### config.mk
export PLATFORM = sky130hd
export DESIGN_NAME = icw_top
export DESIGN_NICKNAME = d
export VERILOG_FILES = /design/src/verilog/icw_pkg.sv /design/src/verilog/icw_cond_detect.sv /design/src/verilog/icw_divider.sv /design/src/verilog/icw_top.sv
export SDC_FILE = /design/constraint.sdc
export NUM_CORES = 1
export LEC_CHECK = 0
export ABC_AREA = 1
export BUFFER_PORTS_ARGS = -buffer_cell sky130_fd_sc_hd__buf_2
export CELL_PAD_IN_SITES_DETAIL_PLACEMENT = 1
export CELL_PAD_IN_SITES_GLOBAL_PLACEMENT = 1
export CORE_ASPECT_RATIO = 1.25
export CORE_MARGIN = 2
export CORE_UTILIZATION = 41
export CTS_CLUSTER_SIZE = 25
export DETAILED_ROUTE_END_ITERATION = 16
export PLACE_DENSITY_LB_ADDON = 0.1
export RECOVER_POWER = 100
export SYNTH_ARGS = -nofsm -noshare
export SYNTH_HDL_FRONTEND = slang
export SYNTH_SLANG_ARGS = --single-unit
### constraint.sdc
create_clock -name hclk -period 3.6 [get_ports hclk]
set_input_delay 0.36 -clock hclk [delete_from_list [all_inputs] [get_ports hclk]]
set_output_delay 0.36 -clock hclk [all_outputs]
set_load 0.02 [all_outputs]
### src/verilog/icw_pkg.sv
// Package: register map, field positions and clock divider table
package icw_pkg;

	// ==========================================================
	// Register byte offsets
	localparam logic [7:0] ICW_CTRL_OFS  = 8'h00; // Bus control
	localparam logic [7:0] ICW_STAT_OFS  = 8'h04; // Bus status
	localparam logic [7:0] ICW_SHIFT_OFS = 8'h08; // Shift register
	localparam logic [7:0] ICW_CLK_OFS   = 8'h0c; // Clock select
	localparam logic [7:0] ICW_EXP_OFS   = 8'h10; // Function expansion
	localparam logic [7:0] ICW_SADR_OFS  = 8'h14; // Own slave address

	// ==========================================================
	// Control bit positions
	localparam int CTL_STOP  = 0; // Stop request
	localparam int CTL_START = 1; // Start request
	localparam int CTL_ACKEN = 2; // Acknowledge enable
	localparam int CTL_WTIM  = 3; // Wait timing select
	localparam int CTL_SPIE  = 4; // Stop interrupt enable
	localparam int CTL_WREL  = 5; // Wait release
	localparam int CTL_EXIT  = 6; // Communication exit
	localparam int CTL_EN    = 7; // Operation enable

	// Status bit positions
	localparam int ST_SPD  = 0; // Stop detected
	localparam int ST_STD  = 1; // Start detected
	localparam int ST_ACKD = 2; // Acknowledge detected
	localparam int ST_TRC  = 3; // Transmit/receive
	localparam int ST_WAIT = 4; // Wait in progress
	localparam int ST_MST  = 5; // Master role
	localparam int ST_BAD  = 6; // Prohibited clock setting
	localparam int ST_BUSY = 7; // Taking part in a transfer

	// Clock select and expansion bit positions
	localparam int CS_LO   = 0; // Clock select low bit
	localparam int CS_HI   = 1; // Clock select high bit
	localparam int CS_FAST = 3; // Fast mode select
	localparam int EXP_CLX = 0; // Expansion clock bit

	// ==========================================================
	// Reset values and byte framing
	localparam logic [7:0] ICW_RST_BYTE = 8'h00; // Register reset
	localparam logic [7:0] ICW_ALL_ONES = 8'hff; // Released data
	localparam logic [3:0] ICW_CNT_PRE  = 4'hf;  // Before bit one
	localparam logic [3:0] ICW_CNT_BYTE = 4'h8;  // Eight bits done
	localparam logic [3:0] ICW_CNT_ACK  = 4'h9;  // Ninth bit done
	localparam logic [3:0] ICW_EXT_LO   = 4'h0;  // Extension prefix
	localparam logic [3:0] ICW_EXT_HI   = 4'hf;  // Extension prefix

	// ==========================================================
	// Divider values m
	localparam int ICW_DIV_W = 9;
	localparam logic [8:0] ICW_M_24  = 9'h018;
	localparam logic [8:0] ICW_M_44  = 9'h02c;
	localparam logic [8:0] ICW_M_48  = 9'h030;
	localparam logic [8:0] ICW_M_88  = 9'h058;
	localparam logic [8:0] ICW_M_96  = 9'h060;
	localparam logic [8:0] ICW_M_172 = 9'h0ac;
	localparam logic [8:0] ICW_M_344 = 9'h158;

	// Returns {prohibited, m} for a clock setting
	function automatic logic [9:0] icw_div_sel(input logic clx,
		input logic fast, input logic hi, input logic lo);
		logic [9:0] r;
		r = {1'b1, ICW_M_88};
		case ({clx, fast, hi, lo})
			4'b0000: r = {1'b0, ICW_M_88};
			4'b0001: r = {1'b0, ICW_M_172};
			4'b0010: r = {1'b0, ICW_M_344};
			4'b0011: r = {1'b0, ICW_M_44};
			4'b0100, 4'b0101, 4'b1100, 4'b1101: r = {1'b0, ICW_M_48};
			4'b0110: r = {1'b0, ICW_M_96};
			4'b0111, 4'b1111: r = {1'b0, ICW_M_24};
			default: r = {1'b1, ICW_M_88};
		endcase
		return r;
	endfunction

endpackage

### src/verilog/icw_cond_detect.sv
// Line edge, start and stop detector for the two bus wires
`timescale 1ns/1ps
module icw_cond_detect (
	input  wire logic hclk,      // System clock
	input  wire logic hresetn,   // Async reset, active low
	input  wire logic scl_in,    // Clock wire level
	input  wire logic sda_in,    // Data wire level
	output logic      scl_rise,  // Clock wire went high
	output logic      scl_fall,  // Clock wire went low
	output logic      start_det, // Data fell while clock high
	output logic      stop_det   // Data rose while clock high
);

	// ==========================================================
	// Previous levels
	logic scl_q_r; // Clock level one cycle ago
	logic sda_q_r; // Data level one cycle ago

	// Compare present and past levels
	always_comb begin
		scl_rise  = scl_in && !scl_q_r;
		scl_fall  = !scl_in && scl_q_r;
		start_det = scl_in && scl_q_r && sda_q_r && !sda_in;
		stop_det  = scl_in && scl_q_r && !sda_q_r && sda_in;
	end

	// Idle bus reads high
	always_ff @(posedge hclk or negedge hresetn) begin
		if (!hresetn) begin
			scl_q_r <= 1'b1;
			sda_q_r <= 1'b1;
		end else begin
			scl_q_r <= scl_in;
			sda_q_r <= sda_in;
		end
	end

endmodule

### src/verilog/icw_divider.sv
// Half-period divider for the master serial clock
`timescale 1ns/1ps
module icw_divider import icw_pkg::*; #(
	parameter int W = ICW_DIV_W
) (
	input  wire logic         hclk,    // System clock
	input  wire logic         hresetn, // Async reset, active low
	input  wire logic         restart, // Start a fresh half period
	input  wire logic         hold,    // Freeze the count
	input  wire logic [W-1:0] half,    // Cycles per half period
	output logic              tick     // End of a half period
);

	// ==========================================================
	// Counter
	logic [W-1:0] cnt_r;   // Cycles spent in this half
	logic [W-1:0] cnt_nxt; // Next count

	// Tick at the last cycle of the half, frozen while held
	always_comb begin
		tick    = (cnt_r >= half - W'(1)) && !hold && !restart;
		cnt_nxt = cnt_r;
		if (restart || tick) begin
			cnt_nxt = '0;
		end else if (!hold) begin
			cnt_nxt = cnt_r + W'(1);
		end
	end

	// Register the count
	always_ff @(posedge hclk or negedge hresetn) begin
		if (!hresetn) begin
			cnt_r <= '0;
		end else begin
			cnt_r <= cnt_nxt;
		end
	end

endmodule

### src/verilog/icw_top.sv
// Two-wire bus controller: clocking, acknowledge, stop and wait
//
// Notes on behaviour
// - Master clock period is m system clocks
// - Normal mode selects 88, 172, 344, 44
// - Fast mode selects 48, 96 or 24
// - Expansion bit allows only 48 or 24
// - Receiver pulls data low on ninth clock
// - Transmitter records returned acknowledge in status
// - Acknowledge enable makes receive acknowledges automatic
// - Direction flag loads from address eighth bit
// - Own address always acknowledged, others not
// - Extension code acknowledged only if enabled
// - Acknowledge enable must precede wait release
// - Master ends unacknowledged transfer with stop
// - Stop is data rising while clock high
// - Stop request emits stop; detection flags it
// - Waiting device holds clock wire low
// - Shift write, release, or start or stop while master end wait
// - Clearing enable stops and releases wait
// - Exit bit withdraws and cancels any wait
`timescale 1ns/1ps
module icw_top import icw_pkg::*; (
	input  wire logic        hclk,                  // System clock
	input  wire logic        hresetn,               // Async reset
	input  wire logic        hsel,                  // Slave select
	input  wire logic [7:0]  haddr,                 // Byte address
	input  wire logic [1:0]  htrans,                // Transfer type
	input  wire logic        hwrite,                // Write when high
	input  wire logic [2:0]  hsize,                 // Word only
	input  wire logic [31:0] hwdata,                // Write data
	input  wire logic        hready,                // Bus ready
	output logic             hreadyout,             // Always ready
	output logic             hresp,                 // Always OKAY
	output logic [31:0]      hrdata,                // Read data
	input  wire logic        serial_clock_pin_in,   // Clock wire
	output logic             serial_clock_pin_out,  // Drives low
	output logic             serial_clock_pin_oe,   // Pull clock low
	input  wire logic        serial_data_pin_in,    // Data wire
	output logic             serial_data_pin_out,   // Drives low
	output logic             serial_data_pin_oe,    // Pull data low
	output logic             bus_interrupt_request  // Event pulse
);

	// ==========================================================
	// Master sequencer states
	typedef enum logic [7:0] {
		M_IDLE  = 8'b00000001, // Not master
		M_START = 8'b00000010, // Data low, clock high
		M_LOW   = 8'b00000100, // Clock low half
		M_HIGH  = 8'b00001000, // Clock high half
		M_STOPA = 8'b00010000, // Data low under low clock
		M_STOPB = 8'b00100000, // Clock high, then data up
		M_RSA   = 8'b01000000, // Data up under low clock
		M_RSB   = 8'b10000000  // Clock high, then data down
	} icw_mstate_t;

	// ==========================================================
	// Bus slave state
	logic        aph_wr_r, aph_wr_nxt;   // Write data phase pending
	logic [7:0]  aph_ofs_r, aph_ofs_nxt; // Captured offset
	logic [31:0] hrdata_r, hrdata_nxt;   // Registered read data
	logic        take;                   // Address phase accepted
	logic [7:0]  rd_byte;                // Selected register value

	// Software settings
	logic       en_r, en_nxt;       // Operation enable
	logic       spie_r, spie_nxt;   // Stop interrupt enable
	logic       wtim_r, wtim_nxt;   // Nine-clock wait when high
	logic       acken_r, acken_nxt; // Acknowledge enable
	logic [2:0] clk_r, clk_nxt;     // {fast, hi, lo}
	logic       clx_r, clx_nxt;     // Expansion clock bit
	logic [6:0] sadr_r, sadr_nxt;   // Own slave address

	// Byte engine state
	logic [7:0] shift_r, shift_nxt;     // Shift register
	logic [3:0] cnt_r, cnt_nxt;         // Falling edges in byte
	logic       active_r, active_nxt;   // Taking part
	logic       addr_r, addr_nxt;       // Address byte phase
	logic       ext_r, ext_nxt;         // Extension code seen
	logic       trc_r, trc_nxt;         // Transmitting
	logic       ackd_r, ackd_nxt;       // Acknowledge detected
	logic       wait_r, wait_nxt;       // Holding clock low
	logic       drv_r, drv_nxt;         // Pull data low
	logic       spd_r, spd_nxt;         // Stop detected
	logic       std_r, std_nxt;         // Start detected
	logic       irq_r, irq_nxt;         // Interrupt pulse

	// Master sequencer state
	icw_mstate_t mst_state_r, mst_state_nxt; // Sequencer state
	logic        mst_r, mst_nxt;             // Master role
	logic        mscl_r, mscl_nxt;           // Master pulls clock
	logic        msda_r, msda_nxt;           // Master pulls data
	logic        spend_r, spend_nxt;         // Start pending
	logic        ppend_r, ppend_nxt;         // Stop pending
	logic        rpend_r, rpend_nxt;         // Restart pending

	// Helpers
	logic [9:0] div_sel;                 // {bad, m}
	logic [8:0] half;                    // Half period cycles
	logic       tick, div_restart, div_hold; // Divider controls
	logic       scl_rise, scl_fall, start_det, stop_det; // Events
	logic       wr_ctrl, wr_shift, wr_clk, wr_exp, wr_sadr; // Strobes
	logic       match, ext_code, ack_ok; // Address decode
	logic       cond_ph;                 // Master owns the data wire

	// ==========================================================
	// Submodules
	icw_divider #(.W(ICW_DIV_W)) u_div (
		.hclk    (hclk),
		.hresetn (hresetn),
		.restart (div_restart),
		.hold    (div_hold),
		.half    (half),
		.tick    (tick)
	);

	icw_cond_detect u_det (
		.hclk      (hclk),
		.hresetn   (hresetn),
		.scl_in    (serial_clock_pin_in),
		.sda_in    (serial_data_pin_in),
		.scl_rise  (scl_rise),
		.scl_fall  (scl_fall),
		.start_det (start_det),
		.stop_det  (stop_det)
	);

	// ==========================================================
	// AHB-Lite slave: zero wait states, always OKAY
	assign hreadyout = 1'b1;
	assign hresp     = 1'b0;
	assign hrdata    = hrdata_r;
	assign take      = hsel && hready && htrans[1];
	assign wr_ctrl   = aph_wr_r && (aph_ofs_r == ICW_CTRL_OFS);
	assign wr_shift  = aph_wr_r && (aph_ofs_r == ICW_SHIFT_OFS);
	assign wr_clk    = aph_wr_r && (aph_ofs_r == ICW_CLK_OFS);
	assign wr_exp    = aph_wr_r && (aph_ofs_r == ICW_EXP_OFS);
	assign wr_sadr   = aph_wr_r && (aph_ofs_r == ICW_SADR_OFS);

	// Read mux; trigger bits and unmapped offsets read zero
	always_comb begin
		rd_byte = ICW_RST_BYTE;
		case (haddr)
			ICW_CTRL_OFS: begin
				rd_byte[CTL_EN]    = en_r;
				rd_byte[CTL_SPIE]  = spie_r;
				rd_byte[CTL_WTIM]  = wtim_r;
				rd_byte[CTL_ACKEN] = acken_r;
			end
			ICW_STAT_OFS: begin
				rd_byte[ST_SPD]  = spd_r;
				rd_byte[ST_STD]  = std_r;
				rd_byte[ST_ACKD] = ackd_r;
				rd_byte[ST_TRC]  = trc_r;
				rd_byte[ST_WAIT] = wait_r;
				rd_byte[ST_MST]  = mst_r;
				rd_byte[ST_BAD]  = div_sel[9];
				rd_byte[ST_BUSY] = active_r;
			end
			ICW_SHIFT_OFS: rd_byte = shift_r;
			ICW_CLK_OFS: begin
				rd_byte[CS_FAST] = clk_r[2];
				rd_byte[CS_HI]   = clk_r[1];
				rd_byte[CS_LO]   = clk_r[0];
			end
			ICW_EXP_OFS:  rd_byte[EXP_CLX] = clx_r;
			ICW_SADR_OFS: rd_byte = {sadr_r, 1'b0};
			default:      rd_byte = ICW_RST_BYTE;
		endcase
		aph_wr_nxt  = take && hwrite;
		aph_ofs_nxt = take ? haddr : aph_ofs_r;
		hrdata_nxt  = (take && !hwrite) ? {24'h000000, rd_byte} : hrdata_r;
	end

	// ==========================================================
	// Clock selection and address decode
	assign div_sel  = icw_div_sel(clx_r, clk_r[2], clk_r[1],
		clk_r[0]);
	assign half     = {1'b0, div_sel[8:1]};
	assign match    = (shift_r[7:1] == sadr_r);
	assign ext_code = (shift_r[7:4] == ICW_EXT_LO) ||
		(shift_r[7:4] == ICW_EXT_HI);
	assign ack_ok   = addr_r ? (ext_r ? acken_r : (match && !mst_r))
		: acken_r;
	assign cond_ph  = mst_state_r[4] || mst_state_r[5] ||
		mst_state_r[6] || mst_state_r[7];

	// Data drive for the bit after c completed edges
	function automatic logic drive_calc(input logic [3:0] c,
		input logic [7:0] sh, input logic trc, input logic ok);
		logic d;
		d = (c == ICW_CNT_BYTE) ? (!trc && ok) : (trc && !sh[7]);
		return d;
	endfunction

	// ==========================================================
	// Settings and byte engine next state
	always_comb begin
		en_nxt     = en_r;
		spie_nxt   = spie_r;
		wtim_nxt   = wtim_r;
		acken_nxt  = acken_r;
		clk_nxt    = clk_r;
		clx_nxt    = clx_r;
		sadr_nxt   = sadr_r;
		shift_nxt  = shift_r;
		cnt_nxt    = cnt_r;
		active_nxt = active_r;
		addr_nxt   = addr_r;
		ext_nxt    = ext_r;
		trc_nxt    = trc_r;
		ackd_nxt   = ackd_r;
		wait_nxt   = wait_r;
		drv_nxt    = drv_r;
		spd_nxt    = spd_r;
		std_nxt    = std_r;
		irq_nxt    = 1'b0;
		// Register writes; clock bits are meant for a disabled core
		if (wr_ctrl) begin
			en_nxt    = hwdata[CTL_EN];
			spie_nxt  = hwdata[CTL_SPIE];
			wtim_nxt  = hwdata[CTL_WTIM];
			acken_nxt = hwdata[CTL_ACKEN];
		end
		if (wr_clk) begin
			clk_nxt = {hwdata[CS_FAST], hwdata[CS_HI], hwdata[CS_LO]};
		end
		if (wr_exp) begin
			clx_nxt = hwdata[EXP_CLX];
		end
		if (wr_sadr) begin
			sadr_nxt = hwdata[7:1];
		end
		// Bus events
		if (start_det) begin
			active_nxt = 1'b1;
			addr_nxt   = 1'b1;
			ext_nxt    = 1'b0;
			cnt_nxt    = ICW_CNT_PRE;
			trc_nxt    = mst_r;
			std_nxt    = 1'b1;
			spd_nxt    = 1'b0;
			wait_nxt   = 1'b0;
			drv_nxt    = 1'b0;
		end else if (active_r && scl_rise && cnt_r == ICW_CNT_BYTE) begin
			if (trc_r) begin
				ackd_nxt = !serial_data_pin_in;
			end
		end else if (active_r && scl_rise) begin
			shift_nxt = {shift_r[6:0], serial_data_pin_in};
		end else if (active_r && scl_fall) begin
			if (cnt_r == ICW_CNT_PRE) begin
				cnt_nxt = 4'h0;
			end else if (cnt_r == ICW_CNT_ACK) begin
				cnt_nxt = 4'h1;
			end else begin
				cnt_nxt = cnt_r + 4'h1;
			end
			drv_nxt = drive_calc(cnt_nxt, shift_r, trc_r, ack_ok);
			if (cnt_nxt == ICW_CNT_BYTE) begin
				if (addr_r && !mst_r && ext_code) begin
					ext_nxt  = 1'b1;
					wait_nxt = 1'b1;
				end else if (!addr_r && !wtim_r) begin
					wait_nxt = 1'b1;
				end
			end else if (cnt_nxt == ICW_CNT_ACK) begin
				if (addr_r) begin
					addr_nxt = 1'b0;
					if (mst_r) begin
						trc_nxt  = !shift_r[0];
						wait_nxt = 1'b1;
					end else if (match && !ext_r) begin
						trc_nxt  = shift_r[0];
						wait_nxt = 1'b1;
					end else if (ext_r) begin
						trc_nxt = 1'b0;
					end else begin
						active_nxt = 1'b0;
					end
				end else if (wtim_r) begin
					wait_nxt = 1'b1;
				end
			end
			if (wait_nxt && !wait_r) begin
				drv_nxt = 1'b0;
				irq_nxt = 1'b1;
			end
		end
		// Wait release by the first action seen
		if (wr_shift) begin
			shift_nxt = hwdata[7:0];
		end
		if (wr_ctrl && hwdata[CTL_WREL] && trc_r && wait_r) begin
			shift_nxt = ICW_ALL_ONES;
		end
		if (wait_r && (wr_shift || (wr_ctrl && (hwdata[CTL_WREL] ||
			(mst_r && (hwdata[CTL_START] || hwdata[CTL_STOP]))))))
		begin
			wait_nxt = 1'b0;
			drv_nxt  = drive_calc(cnt_r, shift_nxt, trc_r, ack_ok);
			if (wr_ctrl && mst_r && (hwdata[CTL_START] ||
				hwdata[CTL_STOP])) begin
				drv_nxt = 1'b0;
			end
		end
		if (stop_det) begin
			spd_nxt    = 1'b1;
			std_nxt    = 1'b0;
			active_nxt = 1'b0;
			wait_nxt   = 1'b0;
			drv_nxt    = 1'b0;
			irq_nxt    = spie_r;
		end
		// Disable or exit withdraws from the transfer
		if (!en_r || (wr_ctrl && hwdata[CTL_EXIT])) begin
			active_nxt = 1'b0;
			wait_nxt   = 1'b0;
			drv_nxt    = 1'b0;
			addr_nxt   = 1'b0;
			trc_nxt    = 1'b0;
		end
	end

	// ==========================================================
	// Master sequencer next state
	always_comb begin
		mst_state_nxt = mst_state_r;
		mst_nxt       = mst_r;
		mscl_nxt      = mscl_r;
		msda_nxt      = msda_r;
		spend_nxt     = spend_r;
		ppend_nxt     = ppend_r;
		rpend_nxt     = rpend_r;
		div_restart   = 1'b0;
		div_hold      = 1'b0;
		// Requests from the control register
		if (wr_ctrl && hwdata[CTL_START]) begin
			if (mst_r) begin
				rpend_nxt = 1'b1;
			end else begin
				spend_nxt = 1'b1;
			end
		end
		if (wr_ctrl && hwdata[CTL_STOP] && mst_r) begin
			ppend_nxt = 1'b1;
		end
		case (mst_state_r)
			M_IDLE: begin
				mscl_nxt = 1'b0;
				msda_nxt = 1'b0;
				if (spend_r && !div_sel[9] && !active_r &&
					serial_clock_pin_in && serial_data_pin_in) begin
					msda_nxt      = 1'b1;
					mst_nxt       = 1'b1;
					spend_nxt     = 1'b0;
					div_restart   = 1'b1;
					mst_state_nxt = M_START;
				end
			end
			M_START: begin
				if (tick) begin
					mscl_nxt      = 1'b1;
					msda_nxt      = 1'b0;
					mst_state_nxt = M_LOW;
				end
			end
			M_LOW: begin
				div_hold = wait_r;
				if (tick && ppend_r) begin
					msda_nxt      = 1'b1;
					ppend_nxt     = 1'b0;
					mst_state_nxt = M_STOPA;
				end else if (tick && rpend_r) begin
					rpend_nxt     = 1'b0;
					mst_state_nxt = M_RSA;
				end else if (tick) begin
					mscl_nxt      = 1'b0;
					mst_state_nxt = M_HIGH;
				end
			end
			M_HIGH: begin
				div_hold = !serial_clock_pin_in;
				if (tick) begin
					mscl_nxt      = 1'b1;
					mst_state_nxt = M_LOW;
				end
			end
			M_STOPA: begin
				if (tick) begin
					mscl_nxt      = 1'b0;
					mst_state_nxt = M_STOPB;
				end
			end
			M_STOPB: begin
				div_hold = !serial_clock_pin_in;
				if (tick) begin
					msda_nxt      = 1'b0;
					mst_nxt       = 1'b0;
					mst_state_nxt = M_IDLE;
				end
			end
			M_RSA: begin
				if (tick) begin
					mscl_nxt      = 1'b0;
					mst_state_nxt = M_RSB;
				end
			end
			M_RSB: begin
				div_hold = !serial_clock_pin_in;
				if (tick) begin
					msda_nxt      = 1'b1;
					mst_state_nxt = M_START;
				end
			end
			default: mst_state_nxt = M_IDLE;
		endcase
		if (!en_r || (wr_ctrl && hwdata[CTL_EXIT])) begin
			mst_state_nxt = M_IDLE;
			mst_nxt       = 1'b0;
			mscl_nxt      = 1'b0;
			msda_nxt      = 1'b0;
			spend_nxt     = 1'b0;
			ppend_nxt     = 1'b0;
			rpend_nxt     = 1'b0;
		end
	end

	// ==========================================================
	// Open-drain pins: only ever pull low
	assign serial_clock_pin_out  = 1'b0;
	assign serial_data_pin_out   = 1'b0;
	assign serial_clock_pin_oe   = mscl_r || wait_r;
	assign serial_data_pin_oe    = msda_r || (drv_r && !cond_ph);
	assign bus_interrupt_request = irq_r;

	// ==========================================================
	// State registers
	always_ff @(posedge hclk or negedge hresetn) begin
		if (!hresetn) begin
			aph_wr_r    <= 1'b0;
			aph_ofs_r   <= ICW_RST_BYTE;
			hrdata_r    <= 32'h00000000;
			en_r        <= 1'b0;
			spie_r      <= 1'b0;
			wtim_r      <= 1'b0;
			acken_r     <= 1'b0;
			clk_r       <= 3'h0;
			clx_r       <= 1'b0;
			sadr_r      <= 7'h00;
			shift_r     <= ICW_RST_BYTE;
			cnt_r       <= ICW_CNT_PRE;
			active_r    <= 1'b0;
			addr_r      <= 1'b0;
			ext_r       <= 1'b0;
			trc_r       <= 1'b0;
			ackd_r      <= 1'b0;
			wait_r      <= 1'b0;
			drv_r       <= 1'b0;
			spd_r       <= 1'b0;
			std_r       <= 1'b0;
			irq_r       <= 1'b0;
			mst_state_r <= M_IDLE;
			mst_r       <= 1'b0;
			mscl_r      <= 1'b0;
			msda_r      <= 1'b0;
			spend_r     <= 1'b0;
			ppend_r     <= 1'b0;
			rpend_r     <= 1'b0;
		end else begin
			aph_wr_r    <= aph_wr_nxt;
			aph_ofs_r   <= aph_ofs_nxt;
			hrdata_r    <= hrdata_nxt;
			en_r        <= en_nxt;
			spie_r      <= spie_nxt;
			wtim_r      <= wtim_nxt;
			acken_r     <= acken_nxt;
			clk_r       <= clk_nxt;
			clx_r       <= clx_nxt;
			sadr_r      <= sadr_nxt;
			shift_r     <= shift_nxt;
			cnt_r       <= cnt_nxt;
			active_r    <= active_nxt;
			addr_r      <= addr_nxt;
			ext_r       <= ext_nxt;
			trc_r       <= trc_nxt;
			ackd_r      <= ackd_nxt;
			wait_r      <= wait_nxt;
			drv_r       <= drv_nxt;
			spd_r       <= spd_nxt;
			std_r       <= std_nxt;
			irq_r       <= irq_nxt;
			mst_state_r <= mst_state_nxt;
			mst_r       <= mst_nxt;
			mscl_r      <= mscl_nxt;
			msda_r      <= msda_nxt;
			spend_r     <= spend_nxt;
			ppend_r     <= ppend_nxt;
			rpend_r     <= rpend_nxt;
		end
	end

endmodule
== Yosys cells after proc, flatten, opt, wreduce, memory -nomap -nowiden ==
Memory sizes are Yosys's and may differ from the RTL's.
Cells that the tools add are included.
Word-level totals
  input bits: 52
  memories kept: 1
  memory bits (read-only): 128
  register bits after elaboration: 79
  logic and storage cells: 349
  output and inout port bits: 39
Operators by class
  magnitude comparators: 1
  reduce and logical (&&, ||, !) cells: 115
  muxes and demuxes: 144
  bitwise operators: 1
  $add $sub $neg: 3
  eq/ne operators: 51
Memories
  (name not given): depth 16, width 8, read ports 1, clocked after Yosys merged registers in 0, wr ports 0, line icw_pkg.sv:66  | case ({clx, fast, hi, lo})
Operator list (count)
  8-bit two-way mux: 15
  1-bit two-way mux: 105
  8-bit one-hot mux with 7 select lines: 1
  1-bit logical AND: 49
  8-bit by 4-bit == test with 1-bit output, second input constant: 5
  8-bit by 5-bit == test with 1-bit output, second input constant: 5
  4-bit two-way mux: 10
  1-bit one-hot mux with 4 select lines: 7
  4-bit == test, second input constant: 6
  3-bit != test, second input constant: 8
  1-bit zero test: 20
  5-bit nonzero test: 4
  9-bit two-way mux: 2
  8-bit by 3-bit == test with 1-bit output, second input constant: 2
  8-bit zero test: 2
  4-bit by 3-bit != test with 1-bit output, second input constant: 4
  3-bit AND reduction: 5
  3-bit nonzero test: 5
  7-bit AND reduction: 2
  3-bit by 2-bit != test with 1-bit output, second input constant: 4
  4-bit nonzero test: 3
  1-bit logical OR: 11
  5-bit by 3-bit != test with 1-bit output, second input constant: 2
  5-bit AND reduction: 2
  other kinds (24): 36

== Logic depth before layout (Yosys ltp) ==
  depth in word-level cells: 23
  depth in mapped cells: 22
  depth with buffers taken out: 22

== Hierarchy ==
A second synthesis with hierarchy kept.
Second synthesis, totals
  cells, all modules: 689
  area total of the unflattened synthesis: 5146.2 um^2
Modules (own cells, without submodules)
  icw_top: times used 1, cells an instance 573, area each 4235.3 um^2, seq. area each 1707.9 um^2
  icw_divider: times used 1, cells an instance 103, area each 817.0 um^2, seq. area each 225.2 um^2
  icw_cond_detect: times used 1, cells an instance 13, area each 93.8 um^2, seq. area each 52.6 um^2

== Least setup slack after synthesis ==
Ideal clock, no wire load.
  path type: flip-flop to flip-flop
  from: register clk_r[0]
  to: register mst_state_r[7]
  period minus slack after synthesis: 2.513 ns
  library setup time: 0.118 ns
  required time: 3.482 ns
  stages on the path, launching flop included: 22
  arrival time: 2.395 ns
  path slack: 1.087 ns
  buffers on the path: 0
  cell sequence: dfrtp_1 > inv_1 > nor2_1 > inv_1 > nor2_1 > inv_1 > ha_1 > xnor2_1 > ha_1 > nand2_1 > inv_1 > nand2_1 > nand2_1 > nand2_1 > nand3_1 > nand4_4 > nand3_2 > nand2_2 > nor2_8 > inv_2 > nand2_1 > nand2_1
On the way
  longest elaborated chain between the ends: 15
  elaborated cells on any way between the ends: 27
  those cells by class: 1 x add/sub; 1 x order compare; 7 x eq/ne; 6 x mux; 11 x reduce/logical; 1 x memory
Ends and longest elaborated chain
  from (decl): line icw_top.sv:71  | logic [2:0] clk_r, clk_nxt;
  from (signal assigned): line icw_top.sv:479  | clk_r <= clk_nxt;
  memory read 16 x 8 bit *
  branches (longest 14 deep; another with 8-bit by 1-bit subtractor with 9-bit output)
  to (signal assigned): line icw_top.sv:494  | mst_state_r <= mst_state_nxt;
  to (decl): line icw_top.sv:90  | icw_mstate_t mst_state_r, mst_state_nxt;
Mark *: on every way between the ends.
A chain may end at the register's enable or synchronous reset.

== Final worst setup path ==
  from: register clk_r[0]
  to: register mst_state_r[1]
Same word-level chain as after synthesis.

==> results.txt <==
----------------------------------------------------
[Status]
  Outcome ... finished, violations left
  Violations in the final reports ... max-capacitance violations, max-slew violations

[Critical path]
  Required time at the worst-slack endpoint ... about 3.8 ns
  Maximum fanout encountered on the critical timing path ... 9
  Critical path arrival ... approximately 3.4 ns
  Nature of the critical path startpoint ... register
  CP bufs+invs ... 5
  Largest stage delay on the critical path ... 0.44 ns
  Type of the worst setup path ... register to register
  Chain of cells forming the critical path ... inv_1 > nor2_1 > inv_1 > nor2_1 > inv_1 > ha_1 > xnor2_1 > ha_1 > nand2_1 > inv_1 > nand2_1 > nand2_1 > nand2_1 > nand3_1 > nand4_4 > nand3_2 > nand2_1 > nor2_8 > inv_1 > nand2_1 > nand2_1
  Cell family with most CP delay ... simple AND/OR/NAND/NOR gates
  CP most frequent cell ... sky130_fd_sc_hd__nand2_1
  Critical-path cell with the highest stage delay ... sky130_fd_sc_hd__dfrtp_1
  Crit end category ... register

[STA]
  Maximum operating frequency ... 319.6 MHz
  Final Hold Slack ... approximately 0.19 ns
  Max-slew violation total from the final report ... 80
  Setup TNS after final layout ... 0 ns
  Measured slew at the worst slew-check pin ... slightly above 2 ns
  Setup repair after global routing missed its margin ... no
  Fin crit share ... between 80% and 90%
  Number of endpoints failing setup at the final stage ... 0
  Relative slew slack ... -36.17%
  Clock Skew ... approximately 0.0065 ns
  Count of endpoints failing hold in the final timing report ... 0
  Crit path time final ... between 3 and 4 ns

[Floorplanning]
  Horizontal die dimension ... roughly 100 µm
  Effective utilization at floorplan ... roughly 42%
  Die height ... approximately 130 µm
  Die Area ... 12850 µm²
  Placeable core region ... approximately 12000 µm²
  Num rows ... 44
  Top-Level Pins ... 91

[Clock network]
  Post-CTS Setup Bufs ... 0
  Clock tree from TritonCTS ... built
  Count of H-tree levels built during CTS ... 3
  Quantity of hold-fixing buffers added after cts ... 0
  Number of buffers between clock root and the deepest sink ... 2
  Number of CTS-inserted buffers ... 9
  Clk slew on worst S/H paths ... approximately 0.060 ns
  Cell at the root of the clock tree ... sky130_fd_sc_hd__clkbuf_16
  Number of sinks handled by clock tree synthesis ... 79
  Latest clock arrival within the worst-skew pair ... roughly 0.34 ns
  Post-cts repair resize count ... 0

[Power and ir drop]
  Design Power ... between 3 and 4 mW
  Peak supply drop ... around 0.32 mV
  Leak pwr ... between 2 and 3 nW
  Power per cell area ... ~640 nW/µm²

[Synthesis]
  Number of warnings printed during yosys synthesis ... 0
  EDFF count, synth ... 0
  FF+latch count, synth ... 79
  Syn_area_per_cell ... ~7.5 µm²
  Distinct cell type count of the synthesized netlist ... 48
  Ys flop type ... sky130_fd_sc_hd__dfrtp_1
  Share of the yosys chip area belonging to registers ... around two fifths
  Synthesized cell area ... about 4900 µm²
  Synthesized instance count ... 655
  Proportion of synthesized flip-flops having asynchronous set or reset ... 100.0%

[Flow run]
  Max capacitance violation total ... 1

[Global route]
  Wire length of the first global-routing pass ... between 20 and 25 mm
  Number of antenna violations at the first check in global routing ... 0
  Vias in the first global route ... 4621
  Global Route Usage Sum ... 22.83%
  Pin count of the biggest net entering global routing ... 80
  Gr ovfl total ... 0

[Layout]
  Fill cells ... between 1000 and 1500
  Finished layout cell area ... 5429 µm²
  Fraction of final layout cells sized beyond drive strength 1 ... roughly 11%
  Final Instance Count excl. Fillers ... between 800 and 900
  Antenna Cells ... 0
  Net count, final ... between 700 and 800
  Syn-to-layout area delta ... 10.75%

[Place]
  Placed instance count ... between 800 and 900
  Count of buffers inserted at the top-level ports ... 34
  Post-detailed-placement cell area ... approximately 5100 µm²
  RePlAce Congestion ... between 0.8 and 0.9
  Half-perimeter wire length after placement ... 10.50 mm

[Min path]
  Tightest Hold Check Type ... input port to register

[Drt]
  Final wirelength ... between 10 and 15 mm
  Total via count in the routed design ... between 4000 and 5000
  Length of the first detailed-routing pass in iterations ... 6
  Remaining design rule violation count ... 0
  Routed via count divided by cell count ... slightly above 5
  Detailed-route wire length per cell ... between 15 and 20 µm
  Residual antenna-violating net count after detailed routing ... 0
  DRT iter0 DRCs ... between 100 and 150

----------------------------------------------------
-- kinds of logic after synthesis --
| logic type | count (synthesis) | share of synthesized area (%) |
|---|---|---|
| and+or+nand+nor | 303 | 28.41 |
| buffers and inverters | 134 | 12.48 |
| AOI/OAI and AO/OA | 118 | 14.19 |
| DFF | 79 | 40.51 |
| adders and majority gates | 10 | 2.552 |
| xor gates and xnor gates | 7 | 1.251 |
| other | 2 | 0.1532 |
| muxes | 2 | 0.4594 |
-- worst paths after layout --
check	cells past startpoint	slack (ns)	from	end
worst min-delay path	1	0.19	serial_data_pin_in	u_det.sda_q_r
min in group asynchronous	1	0.60	hresetn	hrdata[6]
worst min register to register	2	0.48	hrdata[4]	hrdata[4]
max in group asynchronous	1	1.79	hresetn	mst_state_r[6]
worst max-delay path	21	0.47	clk_r[0]	mst_state_r[1]
worst max register to register	21	0.47	clk_r[0]	mst_state_r[1]
-- cell type report --
cell class | instances | area (µm²) | share of cell area [%]
flip-flops and latches | 79 | 1986 | 36.58
well taps | 161 | 201.4 | 3.711
inverters | 99 | 371.6 | 6.845
clock inverters | 7 | 97.59 | 1.798
multi-input cells | 469 | 2386 | 43.95
clock buffers | 9 | 225.2 | 4.148
repair buffers | 35 | 161.4 | 2.973
-- metrics by stage --
step	utilization (%)	setup slack, ns
after CTS	47.07	0.5421
final	46.74	0.4714
after detailed placement	44.29	0.6379
after global routing	46.74	0.1462
after floorplan	-	1.087
after global placement	44.29	0.7290
-- cell usage after synthesis (all sizes together) (4+ instances only) --
cell    number  area share, %
buf         31            4.6
xnor2        5           0.89
inv         99            7.6
o22ai       17            2.2
o21ai       60            6.5
dfstp        7            3.8
nand2      155             13
dfrtp       72             37
nor3        12            1.5
ha          10            2.6
a221oi       4           0.71
nand3       44            4.6
nor2        74            6.6
a21oi       19            1.9
o211ai       4           0.61
clkbuf       4           0.31
nand4       12            1.8
-- routing by layer --
metal  wire length [µm]  track usage [%]  vias to the layer above
met2               7021            39.71                       56
met1               6090            28.94                     2139
met4                219            6.836                        0
met5                  0                0                        -
li1                   -                -                     2155
met3                397            3.330                       16
-- placed cells by master (no fill, tap or decap), types with 3 or more instances in the layout --
master | synthesis | final
sky130_fd_sc_hd__o211ai_1 | 4 | 4
sky130_fd_sc_hd__clkbuf_1 | 4 | 13
sky130_fd_sc_hd__ha_1 | 10 | 10
sky130_fd_sc_hd__a221oi_1 | 4 | 4
sky130_fd_sc_hd__dfrtp_1 | 72 | 72
sky130_fd_sc_hd__buf_2 | 3 | 20
sky130_fd_sc_hd__nand4_1 | 11 | 11
sky130_fd_sc_hd__clkbuf_16 | 0 | 9
sky130_fd_sc_hd__o21ai_1 | 5 | 3
sky130_fd_sc_hd__nor3_2 | 3 | 3
sky130_fd_sc_hd__nor2_1 | 65 | 68
sky130_fd_sc_hd__xnor2_1 | 5 | 5
sky130_fd_sc_hd__nand2_1 | 143 | 144
sky130_fd_sc_hd__conb_1 | 2 | 29
sky130_fd_sc_hd__nor3_1 | 9 | 9
sky130_fd_sc_hd__a21oi_1 | 19 | 19
sky130_fd_sc_hd__nand2_2 | 9 | 8
sky130_fd_sc_hd__o22ai_1 | 17 | 17
sky130_fd_sc_hd__nor2_2 | 6 | 3
sky130_fd_sc_hd__dfstp_2 | 7 | 6
sky130_fd_sc_hd__nand2_4 | 3 | 3
sky130_fd_sc_hd__nand3_1 | 43 | 43
sky130_fd_sc_hd__inv_1 | 91 | 93
sky130_fd_sc_hd__o21ai_0 | 52 | 55
sky130_fd_sc_hd__inv_2 | 8 | 6
-- state kept, by name (all words and copies together), names as in the netlist, 3 cells and up --
name	count
u_div.cnt_r	9
aph_ofs_r	8
hrdata	8
mst_state_r	8
shift_r	8
sadr_r	7
cnt_r	4
clk_r	3
-- power by group --
| group | switching [mW] | total [mW] | internal (mW) |
|---|---|---|---|
| combinational | 0.809 | 1.21 | 0.402 |
| sequential | 0.196 | 1.29 | 1.10 |
| clock | 0.386 | 0.994 | 0.608 |
| total | 1.39 | 3.50 | 2.11 |
-- worst reg2reg max path, cell delays in order (launching register included) --
cell,delay [ns]
sky130_fd_sc_hd__dfrtp_1,0.44
sky130_fd_sc_hd__inv_1,0.13
sky130_fd_sc_hd__nor2_1,0.10
sky130_fd_sc_hd__inv_1,0.07
sky130_fd_sc_hd__nor2_1,0.24
sky130_fd_sc_hd__inv_1,0.09
sky130_fd_sc_hd__ha_1,0.21
sky130_fd_sc_hd__xnor2_1,0.14
sky130_fd_sc_hd__ha_1,0.28
sky130_fd_sc_hd__nand2_1,0.06
sky130_fd_sc_hd__inv_1,0.06
sky130_fd_sc_hd__nand2_1,0.05
sky130_fd_sc_hd__nand2_1,0.06
sky130_fd_sc_hd__nand2_1,0.05
sky130_fd_sc_hd__nand3_1,0.16
sky130_fd_sc_hd__nand4_4,0.19
sky130_fd_sc_hd__nand3_2,0.14
sky130_fd_sc_hd__nand2_1,0.16
sky130_fd_sc_hd__nor2_8,0.18
sky130_fd_sc_hd__inv_1,0.10
sky130_fd_sc_hd__nand2_1,0.07
sky130_fd_sc_hd__nand2_1,0.05
(Power assumes the default switching activity.)
